$ cat src/fbs_pkg.sv
// Shared constants and types for the five-stage preset shift register
//==============================================================
// How it works
// RL1 - Five stages move only on shift clock rise
// RL2 - First takes serial input, others previous stage
// RL3 - Low clear with preset idle empties stages
// RL4 - Preset enable sets stages whose preset is high
// RL5 - Driver clears, presents data, then pulses enable
// RL6 - Driver keeps clear high, presets low when clocking
// RL7 - No edge, no clear, no preset: hold
// RL8 - All stage outputs, serial, presets exposed
// RL9 - Preset leaves stages with low preset untouched while clear is high
//==============================================================
package fbs_pkg;

  //==============================================================
  // Sizes
  localparam int STAGES     = 5;
  localparam int FIFO_WIDTH = 9;
  localparam int FIFO_DEPTH = 32;
  localparam int SEQ_W      = 4;

  //==============================================================
  // Reset values
  localparam logic [STAGES-1:0] STAGE_RESET = 5'h00;
  localparam logic [SEQ_W-1:0]  SEQ_RESET   = 4'h0;
  localparam logic [SEQ_W-1:0]  SEQ_STEP    = 4'h1;

  //==============================================================
  // Stage indices
  localparam int FIRST_STAGE = 0;
  localparam int LAST_STAGE  = STAGES - 1;

  //==============================================================
  // Parallel load tracking
  typedef enum logic [1:0] {
    LD_IDLE    = 2'b00,
    LD_CLEARED = 2'b01,
    LD_PRESET  = 2'b10
  } fbs_load_t;

  //==============================================================
  // Word pushed into the snapshot queue after every shift
  typedef struct packed {
    logic [SEQ_W-1:0]  seq;
    logic [STAGES-1:0] stages;
  } fbs_snap_t;

endpackage : fbs_pkg

$ cat src/fbs_stage.sv
// One storage stage with clear, preset and shift
`timescale 1ns/1ps
`default_nettype none
module fbs_stage #(
  parameter logic RESET_VAL = 1'b0
) (
  // Clock and reset
  input  wire logic mclk,
  input  wire logic resetn,
  input  wire logic ce,
  // Controls
  input  wire logic clear_n,
  input  wire logic preset_enable,
  input  wire logic preset_bit,
  input  wire logic shift_en,
  input  wire logic shift_in,
  // State
  output logic      q
);

  logic q_reg;
  logic q_next;
  logic set_now;
  logic clr_now;

  assign set_now = preset_enable & preset_bit;
  assign clr_now = ~clear_n;
  // Preset wins where its bit is high, clear takes the rest
  assign q_next  = set_now  ? 1'b1 :
                   clr_now  ? 1'b0 :
                   shift_en ? shift_in : q_reg;
  assign q       = q_reg;

  always_ff @(posedge mclk or negedge resetn) begin
    if (!resetn) begin
      q_reg <= RESET_VAL;
    end else if (ce) begin
      q_reg <= q_next;
    end
  end

endmodule : fbs_stage
`default_nettype wire

$ cat src/fbs_fifo.sv
// Flip-flop FIFO with valid/ready on both sides
`timescale 1ns/1ps
`default_nettype none
module fbs_fifo #(
  parameter int WIDTH = 8,
  parameter int DEPTH = 32
) (
  // Clock and reset
  input  wire logic             mclk,
  input  wire logic             resetn,
  input  wire logic             ce,
  // Fill side
  input  wire logic             in_valid,
  output logic                  in_ready,
  input  wire logic [WIDTH-1:0] in_data,
  // Drain side
  output logic                  out_valid,
  input  wire logic             out_ready,
  output logic [WIDTH-1:0]      out_data
);

  localparam int AW = $clog2(DEPTH);
  localparam logic [AW:0] FULL_CNT = (AW+1)'(DEPTH);

  logic [WIDTH-1:0] mem_reg [DEPTH];
  logic [AW-1:0]    wr_ptr_reg;
  logic [AW-1:0]    rd_ptr_reg;
  logic [AW:0]      count_reg;
  logic [AW:0]      count_next;
  logic             push;
  logic             pop;

  assign in_ready  = (count_reg != FULL_CNT);
  assign out_valid = (count_reg != '0);
  assign push      = in_valid & in_ready;
  assign pop       = out_valid & out_ready;
  assign out_data  = mem_reg[rd_ptr_reg];
  assign count_next = count_reg + (AW+1)'(push) - (AW+1)'(pop);

  always_ff @(posedge mclk or negedge resetn) begin
    if (!resetn) begin
      wr_ptr_reg <= '0;
      rd_ptr_reg <= '0;
      count_reg  <= '0;
    end else if (ce) begin
      if (push) begin
        wr_ptr_reg <= AW'(wr_ptr_reg + 1'b1);
      end
      if (pop) begin
        rd_ptr_reg <= AW'(rd_ptr_reg + 1'b1);
      end
      count_reg <= count_next;
    end
  end

  // Storage carries no reset
  always_ff @(posedge mclk) begin
    if (ce && push) begin
      mem_reg[wr_ptr_reg] <= in_data;
    end
  end

endmodule : fbs_fifo
`default_nettype wire

$ cat src/fbs_shift_reg.sv
// Five-stage shift register with clear, per-stage preset and snapshot queue
`timescale 1ns/1ps
`default_nettype none
module fbs_shift_reg
  import fbs_pkg::*;
(
  // Clock, reset, enable
  input  wire logic              mclk,
  input  wire logic              resetn,
  input  wire logic              ce,
  // Shift pins
  input  wire logic              shift_clock,
  input  wire logic              serial_in,
  // Clear and preset pins
  input  wire logic              clear_n,
  input  wire logic              preset_enable,
  input  wire logic [STAGES-1:0] preset_in,
  // Stage outputs
  output logic                   first_stage_output,
  output logic                   second_stage_output,
  output logic                   third_stage_output,
  output logic                   fourth_stage_output,
  output logic                   last_stage_output,
  output logic [STAGES-1:0]      stage_word,
  // Shift acceptance
  output logic                   shift_ready,
  // Snapshot stream
  output logic                   snap_valid,
  input  wire logic              snap_ready,
  output fbs_snap_t              snap_data,
  // Status
  output fbs_load_t              load_phase,
  output logic                   load_order_err,
  output logic                   shift_conflict,
  input  wire logic              err_clear
);

  //==============================================================
  // Shift clock edge detection
  logic shift_clock_prev_reg;
  logic shift_rise;

  assign shift_rise = shift_clock & ~shift_clock_prev_reg; // [RL1]

  always_ff @(posedge mclk or negedge resetn) begin
    if (!resetn) begin
      shift_clock_prev_reg <= 1'b0;
    end else if (ce) begin
      shift_clock_prev_reg <= shift_clock;
    end
  end

  //==============================================================
  // Shift decision
  logic pending_reg;
  logic pending_next;
  logic pend_bit_reg;
  logic shift_bit;
  logic edge_now;
  logic quiet;
  logic queue_ready;
  logic shift_go;
  logic shift_drop;

  // Edge only counts while clear and preset are idle
  assign quiet        = clear_n & ~preset_enable; // [RL6]
  assign edge_now     = shift_rise | pending_reg;
  assign shift_go     = edge_now & quiet & queue_ready; // [RL1]
  assign shift_drop   = edge_now & ~quiet;
  // A full queue holds the edge until room appears
  assign pending_next = edge_now & quiet & ~queue_ready;
  assign shift_ready  = queue_ready & ~pending_reg;
  // A held edge keeps the serial bit seen at its rise
  assign shift_bit    = pending_reg ? pend_bit_reg : serial_in; // [RL2]

  always_ff @(posedge mclk or negedge resetn) begin
    if (!resetn) begin
      pending_reg  <= 1'b0;
      pend_bit_reg <= 1'b0;
    end else if (ce) begin
      pending_reg  <= pending_next;
      if (!pending_reg) begin
        pend_bit_reg <= serial_in;
      end
    end
  end

  //==============================================================
  // Stage chain
  logic [STAGES-1:0] stage_q;
  logic [STAGES-1:0] stage_in;

  assign stage_in[FIRST_STAGE] = shift_bit; // [RL2]
  assign stage_in[LAST_STAGE:FIRST_STAGE+1] = stage_q[LAST_STAGE-1:FIRST_STAGE]; // [RL2]

  genvar gi;
  generate
    for (gi = 0; gi < STAGES; gi++) begin : g_stage
      fbs_stage #(
        .RESET_VAL (STAGE_RESET[gi])
      ) u_stage (
        .mclk          (mclk),
        .resetn        (resetn),
        .ce            (ce),
        .clear_n       (clear_n),       // [RL3]
        .preset_enable (preset_enable), // [RL4] [RL9]
        .preset_bit    (preset_in[gi]),
        .shift_en      (shift_go),      // [RL7]
        .shift_in      (stage_in[gi]),
        .q             (stage_q[gi])
      );
    end
  endgenerate

  // Every stage visible in parallel
  assign first_stage_output  = stage_q[0]; // [RL8]
  assign second_stage_output = stage_q[1]; // [RL8]
  assign third_stage_output  = stage_q[2]; // [RL8]
  assign fourth_stage_output = stage_q[3]; // [RL8]
  assign last_stage_output   = stage_q[LAST_STAGE]; // [RL8]
  assign stage_word          = stage_q;

  //==============================================================
  // Snapshot queue, one entry per shift
  logic [SEQ_W-1:0] seq_reg;
  fbs_snap_t        push_word;
  logic [FIFO_WIDTH-1:0] pop_bits;

  assign push_word.seq    = seq_reg;
  assign push_word.stages = stage_in;
  assign snap_data        = fbs_snap_t'(pop_bits);

  always_ff @(posedge mclk or negedge resetn) begin
    if (!resetn) begin
      seq_reg <= SEQ_RESET;
    end else if (ce && shift_go) begin
      seq_reg <= seq_reg + SEQ_STEP;
    end
  end

  fbs_fifo #(
    .WIDTH (FIFO_WIDTH),
    .DEPTH (FIFO_DEPTH)
  ) u_fifo (
    .mclk      (mclk),
    .resetn    (resetn),
    .ce        (ce),
    .in_valid  (shift_go),
    .in_ready  (queue_ready),
    .in_data   (push_word),
    .out_valid (snap_valid),
    .out_ready (snap_ready),
    .out_data  (pop_bits)
  );

  //==============================================================
  // Parallel load order tracking
  fbs_load_t phase_reg;
  fbs_load_t phase_next;
  logic      clearing;
  logic      order_bad;

  assign clearing  = ~clear_n & ~preset_enable;
  // Preset start without a prior clear breaks the load order
  assign order_bad = preset_enable & (phase_reg == LD_IDLE); // [RL5]

  always_comb begin
    phase_next = phase_reg;
    case (phase_reg)
      LD_IDLE: begin
        if (preset_enable) begin
          phase_next = LD_PRESET;
        end else if (clearing) begin
          phase_next = LD_CLEARED;
        end
      end
      LD_CLEARED: begin
        if (preset_enable) begin
          phase_next = LD_PRESET;
        end else if (shift_go) begin
          phase_next = LD_IDLE;
        end
      end
      LD_PRESET: begin
        if (!preset_enable) begin
          phase_next = clearing ? LD_CLEARED : LD_IDLE;
        end
      end
      default: begin
        phase_next = LD_IDLE;
      end
    endcase
  end

  always_ff @(posedge mclk or negedge resetn) begin
    if (!resetn) begin
      phase_reg <= LD_IDLE;
    end else if (ce) begin
      phase_reg <= phase_next;
    end
  end

  assign load_phase = phase_reg;

  //==============================================================
  // Sticky error flags, a new event wins over the clear
  logic order_err_reg;
  logic conflict_reg;

  always_ff @(posedge mclk or negedge resetn) begin
    if (!resetn) begin
      order_err_reg <= 1'b0;
      conflict_reg  <= 1'b0;
    end else if (ce) begin
      order_err_reg <= order_bad  | (order_err_reg & ~err_clear); // [RL5]
      conflict_reg  <= shift_drop | (conflict_reg & ~err_clear);  // [RL6]
    end
  end

  assign load_order_err = order_err_reg;
  assign shift_conflict = conflict_reg;

endmodule : fbs_shift_reg
`default_nettype wire

$ cat config.mk
export PLATFORM = sky130hd
export DESIGN_NAME = fbs_shift_reg
export DESIGN_NICKNAME = d
export VERILOG_FILES = /design/src/fbs_pkg.sv /design/src/fbs_stage.sv /design/src/fbs_fifo.sv /design/src/fbs_shift_reg.sv
export SDC_FILE = /design/constraint.sdc
export NUM_CORES = 1
export LEC_CHECK = 0
export ABC_AREA = 1
export BUFFER_PORTS_ARGS = -buffer_cell sky130_fd_sc_hd__buf_2
export CELL_PAD_IN_SITES_DETAIL_PLACEMENT = 0
export CELL_PAD_IN_SITES_GLOBAL_PLACEMENT = 1
export CORE_MARGIN = 2
export CORE_UTILIZATION = 25
export DETAILED_ROUTE_END_ITERATION = 10
export GPL_TIMING_DRIVEN = 0
export PLACE_DENSITY = 0.5
export SLEW_MARGIN = 0
export SYNTH_ARGS = -nofsm -noshare
export SYNTH_HDL_FRONTEND = slang
export SYNTH_SLANG_ARGS = --single-unit
$ cat constraint.sdc
create_clock -name mclk -period 5.5 [get_ports mclk]
set_input_delay 1.375 -clock mclk [delete_from_list [all_inputs] [get_ports mclk]]
set_output_delay 1.375 -clock mclk [all_outputs]
set_load 0.02 [all_outputs]
==> run summary <==
The run finished with clean final reports. In the routed design, unresolved DRC markers number 0. The tools report the part of the total power dissipated in sequential elements as 0.358. The number of flip-flops in the largest register was 288; the maximum count of clock buffers along a single path was 3. The type of the setup path with the least slack is reg2out.

For this run, the slowest stage of the critical path takes 0.50 ns. After routing, the total negative slack on setup checks comes to 0 ns. The number of clock sinks was 320.

Total area of multi-input combinational cells: 0.003627 mm². After layout, the worst setup slack is 1.224 ns. Wires add up to 41,440 µm. The xor-xnor portion of the synthesized cell area was 0.006851.

The Yosys step of the flow raised 0 warnings. Die outline width: 241.2 µm. The H-tree generated during clock tree synthesis spans 2 levels.

The launching element of the worst setup path was u_fifo.rd_ptr_reg[1]$_DFFE_PN0P_. For the antenna violation net count after detailed routing, the log shows 0. The overall die height is 241.2 µm, and the largest net degree at the start of global routing is 36. The worst hold path passes through 2 cells. After clock tree synthesis, the flow added hold-fix buffers numbering 0. The cell-internal power was 5.361 mW.

The count of final setup violators is 0, and the post-route total power is 8.803 mW. The number of global-route vias before repair is 9,346, and the simple-gate area share of the yosys netlist is 0.2147. The run gives 1,402 as the synthesized net count.

Timing analysis after detailed placement gives a worst setup slack of 1.692 ns. The instance count of the mapped netlist is 1,372, and the register area share after synthesis is 0.6719. The proportion of layout cells with a drive suffix above 1 is 0.1088.

After the flow finishes, the layout carries non-filler instances totaling 2,238. For the first-pass detailed-route iteration total, the log shows 5. 39 I/O pins were placed. Routability-driven placement finished with a final weighted congestion of 0.8101. Final cell utilization of the core: 0.3012.

The min-delay analysis places its worst path in the category reg2reg. TritonCTS built the clock tree. The tools report the final hold violation count as 0. Sorting the synthesized cells by area gives the leading types as sky130_fd_sc_hd__edfxtp_1 62%, sky130_fd_sc_hd__nand2_1 12%, sky130_fd_sc_hd__nand3_1 6.9%, sky130_fd_sc_hd__dfrtp_1 5.7%, sky130_fd_sc_hd__inv_1 4.6%. The multiplexer share of the synthesized area was 0; the filler cell count was 5,828. After the last flow step, the layout net total stands at 1,488.

The biggest area contributor in the post-synthesis netlist is sky130_fd_sc_hd__edfxtp_1. For the count of final max-slew check failures, the log shows 0. The cell sitting at the root of the clock tree is a sky130_fd_sc_hd__clkbuf_16.

The area share of the largest cell type after synthesis was 0.6150; the endpoint required time on the critical path was 4.12 ns. Setup repair after global routing left no endpoint under its margin. The number of buffers inserted by port buffering was 38. Broken down by cell family, the worst path's largest delay share belongs to simple AND/OR/NAND/NOR gates. By area, the combinational part of the netlist is dominated by simple AND/OR/NAND/NOR gates.

The initial core utilization came out at 0.2543. The final cycle utilization of the critical path was 0.7774. The via total after detailed routing was 9,438; the growth of design area from synthesis to finish was 18.46%. The register cell area after layout came out at 0.009458 mm².

The worst relative slew slack was 0.1519. The library cell used most frequently in the layout, excluding fill and tap cells, is sky130_fd_sc_hd__nand2_1. After synthesis the netlist holds a flip-flop and latch count of 320. The post-synthesis share of cell area spent on full adders, half adders and majority gates is 0.01477.

The total power density per cell area is 528.5 mW/mm². The library cells used most frequently in the layout, excluding fill and tap cells, are 462 x sky130_fd_sc_hd__nand2_1, 288 x sky130_fd_sc_hd__edfxtp_1, 193 x sky130_fd_sc_hd__nand3_1, 174 x sky130_fd_sc_hd__inv_1, 68 x sky130_fd_sc_hd__buf_2. The worst hold path begins at shift_conflict$_DFFE_PN0P_.

After detailed routing, the average wire length per cell comes to 18.52 µm. The most common flop cell mapped by yosys was sky130_fd_sc_hd__edfxtp_1. The tools report the cell area after synthesis as 0.01406 mm². The tools report the count of routing violations after the opening detailed-route iteration as 757. Counting I/O delays and the setup requirement, the final critical path takes 4.276 ns. For the wire length of the first global-routing pass, the log shows 61,290 µm.

The sum of buffers and inverters on the critical path is 4. The pin slew with the least headroom to its limit was 1.272 ns; the area fraction in compound gates after synthesis was 0.02082. For this run, the top clock speed supported by timing is 233.9 MHz. In this run, placement finished with an instance count of 2,163. The number of different library cells used by synthesis comes to 31.

For the total non-filler cell area in the finished layout, the log shows 0.01666 mm². The global routing usage summed across all routing layers was 0.1463. The number of gates resized after CTS was 0. The largest fanout of any net on the critical path is 10, and the number of antenna violations at the first check in global routing is 0. Each instance of the synthesized netlist takes up on average 10.25 µm².

The critical path goes through inv_2 > clkbuf_1 > nand3_1 > nand3_1 > nand2_1 > nor2_1 > nand2_1 > nand2_1 > inv_1 > buf_2. IR analysis of the VDD net gives a maximum drop of 228.8 µV. Detailed placement ended at an HPWL of 28,460 µm. The region available for standard cell placement spans 0.05531 mm². Kind of start point of the critical path: a flop. On the final layout, the worst clock skew is 0.02059 ns. The fraction of synthesis flops using an asynchronous set or reset pin is 0.1000, and the number of buffers added for setup after CTS is 0. The critical path runs through a total of 10 cells. The proportion of power drawn by combinational gates is 0.338. The endpoint class of the critical path was an output port.

Dividing the detail-routed via count by the number of cells gives 4.217. The number of clock buffers added by TritonCTS is 41. The tools report the reported max-cap violation count as 0. Summed over all nets, the switching power comes to 3.443 mW.

The worst hold margin is 0.4894 ns, and the worst endpoint data arrival time is 2.90 ns. The cell count of the worst reg-to-reg path is 7. For the share of power burned in the clock network, the log shows 0.304.

The clock latency at the later pin of the worst-skew pair is 0.56 ns, and the area enclosed by the die boundary is 0.05816 mm². In this run the cell area measured after placement is 0.01531 mm². Global routing finished with a remaining overflow of 0.

The slowest library cell on the worst path was sky130_fd_sc_hd__clkbuf_1. The most numerous cell on the critical path was sky130_fd_sc_hd__nand2_1. The fraction of power spent switching nets came out at 0.3911.

In this run the critical register-to-register path is launched from u_fifo.count_reg[2]$_DFFE_PN0P_. The number of enable-type register cells in the synthesized netlist was 288; the leakage power of the design was 6.821 nW. In this run the core area contains 86 standard-cell rows.

The clock edge transition at the registers on the reported setup and hold paths was 0.06 ns.
==> worst register-to-register path, cell delays in order (launching register included) <==
cell	delay [ns]
sky130_fd_sc_hd__dfrtp_1	0.36
sky130_fd_sc_hd__inv_1	0.08
sky130_fd_sc_hd__ha_1	0.22
sky130_fd_sc_hd__nand4_1	0.20
sky130_fd_sc_hd__nand3_4	0.19
sky130_fd_sc_hd__inv_4	0.16
sky130_fd_sc_hd__nand2_2	0.25
sky130_fd_sc_hd__nor2_1	0.80
==> final timing paths <==
kind	slack [ns]	to
setup / recovery	1.22	snap_data[3]
setup reg to reg	2.87	u_fifo.mem_reg[6][3]$_DFFE_PP_
min in group asynchronous	0.95	u_fifo.count_reg[4]$_DFFE_PN0P_
hold / removal	0.49	shift_conflict$_DFFE_PN0P_
max in group asynchronous	3.91	seq_reg[3]$_DFFE_PN0P_
hold reg to reg	0.49	shift_conflict$_DFFE_PN0P_
==> synthesized netlist by cell type (3+ instances only) <==
library cell,number
sky130_fd_sc_hd__buf_2,30
sky130_fd_sc_hd__edfxtp_1,288
sky130_fd_sc_hd__dfrtp_1,32
sky130_fd_sc_hd__nand2_2,3
sky130_fd_sc_hd__clkbuf_1,24
sky130_fd_sc_hd__buf_4,7
sky130_fd_sc_hd__nand2_1,462
sky130_fd_sc_hd__inv_2,4
sky130_fd_sc_hd__nand3_1,193
sky130_fd_sc_hd__o211ai_1,9
sky130_fd_sc_hd__inv_1,174
sky130_fd_sc_hd__xor2_1,10
sky130_fd_sc_hd__nor2_1,57
sky130_fd_sc_hd__clkinv_1,3
sky130_fd_sc_hd__ha_1,15
sky130_fd_sc_hd__o21ai_0,15
sky130_fd_sc_hd__a21oi_1,24
sky130_fd_sc_hd__nor3_1,4
sky130_fd_sc_hd__nand4_1,4
==> power by group through the flow <==
stage	registers (mW)	clock network, mW	logic [mW]
3_3_place_gp	3.26	0	2.95
2_1_floorplan	3.11	0	1.83
6_report	3.15	2.67	2.98
3_5_place_dp	3.22	0	3.02
5_1_grt	3.18	2.84	3.33
4_1_cts	3.17	2.75	3.03
==> logic make-up (layout without fill, tap and decap cells) <==
family / Yosys count / in the layout
simple gates: 727 / 727
flops: 320 / 320
buf+inv: 246 / 363
compound gates: 52 / 52
fa+ha+maj: 16 / 16
xor+xnor: 11 / 11
other cells: 0 / 1
==> layer usage <==
layer  share of wire  track usage  wire length (µm)  vias up
met3           0.046      0.02505              1888       62
met5               0            0                 0        -
met4           0.021      0.03872               889        0
li1                -            -                 -     4676
met2            0.47       0.2396             19330      197
met1            0.47       0.1999             19330     4503
==> final cells by class <==
class | count | area share
diodes | 1 | 0.0001502
plain buffers | 64 | 0.01870
clock buffers | 50 | 0.06677
clock inverters | 24 | 0.01367
inverters | 182 | 0.04116
multi-input cells | 806 | 0.2177
flip-flops and latches | 320 | 0.5677
well taps | 748 | 0.05618
repair buffers | 43 | 0.01788
(Power assumes the default switching activity.)
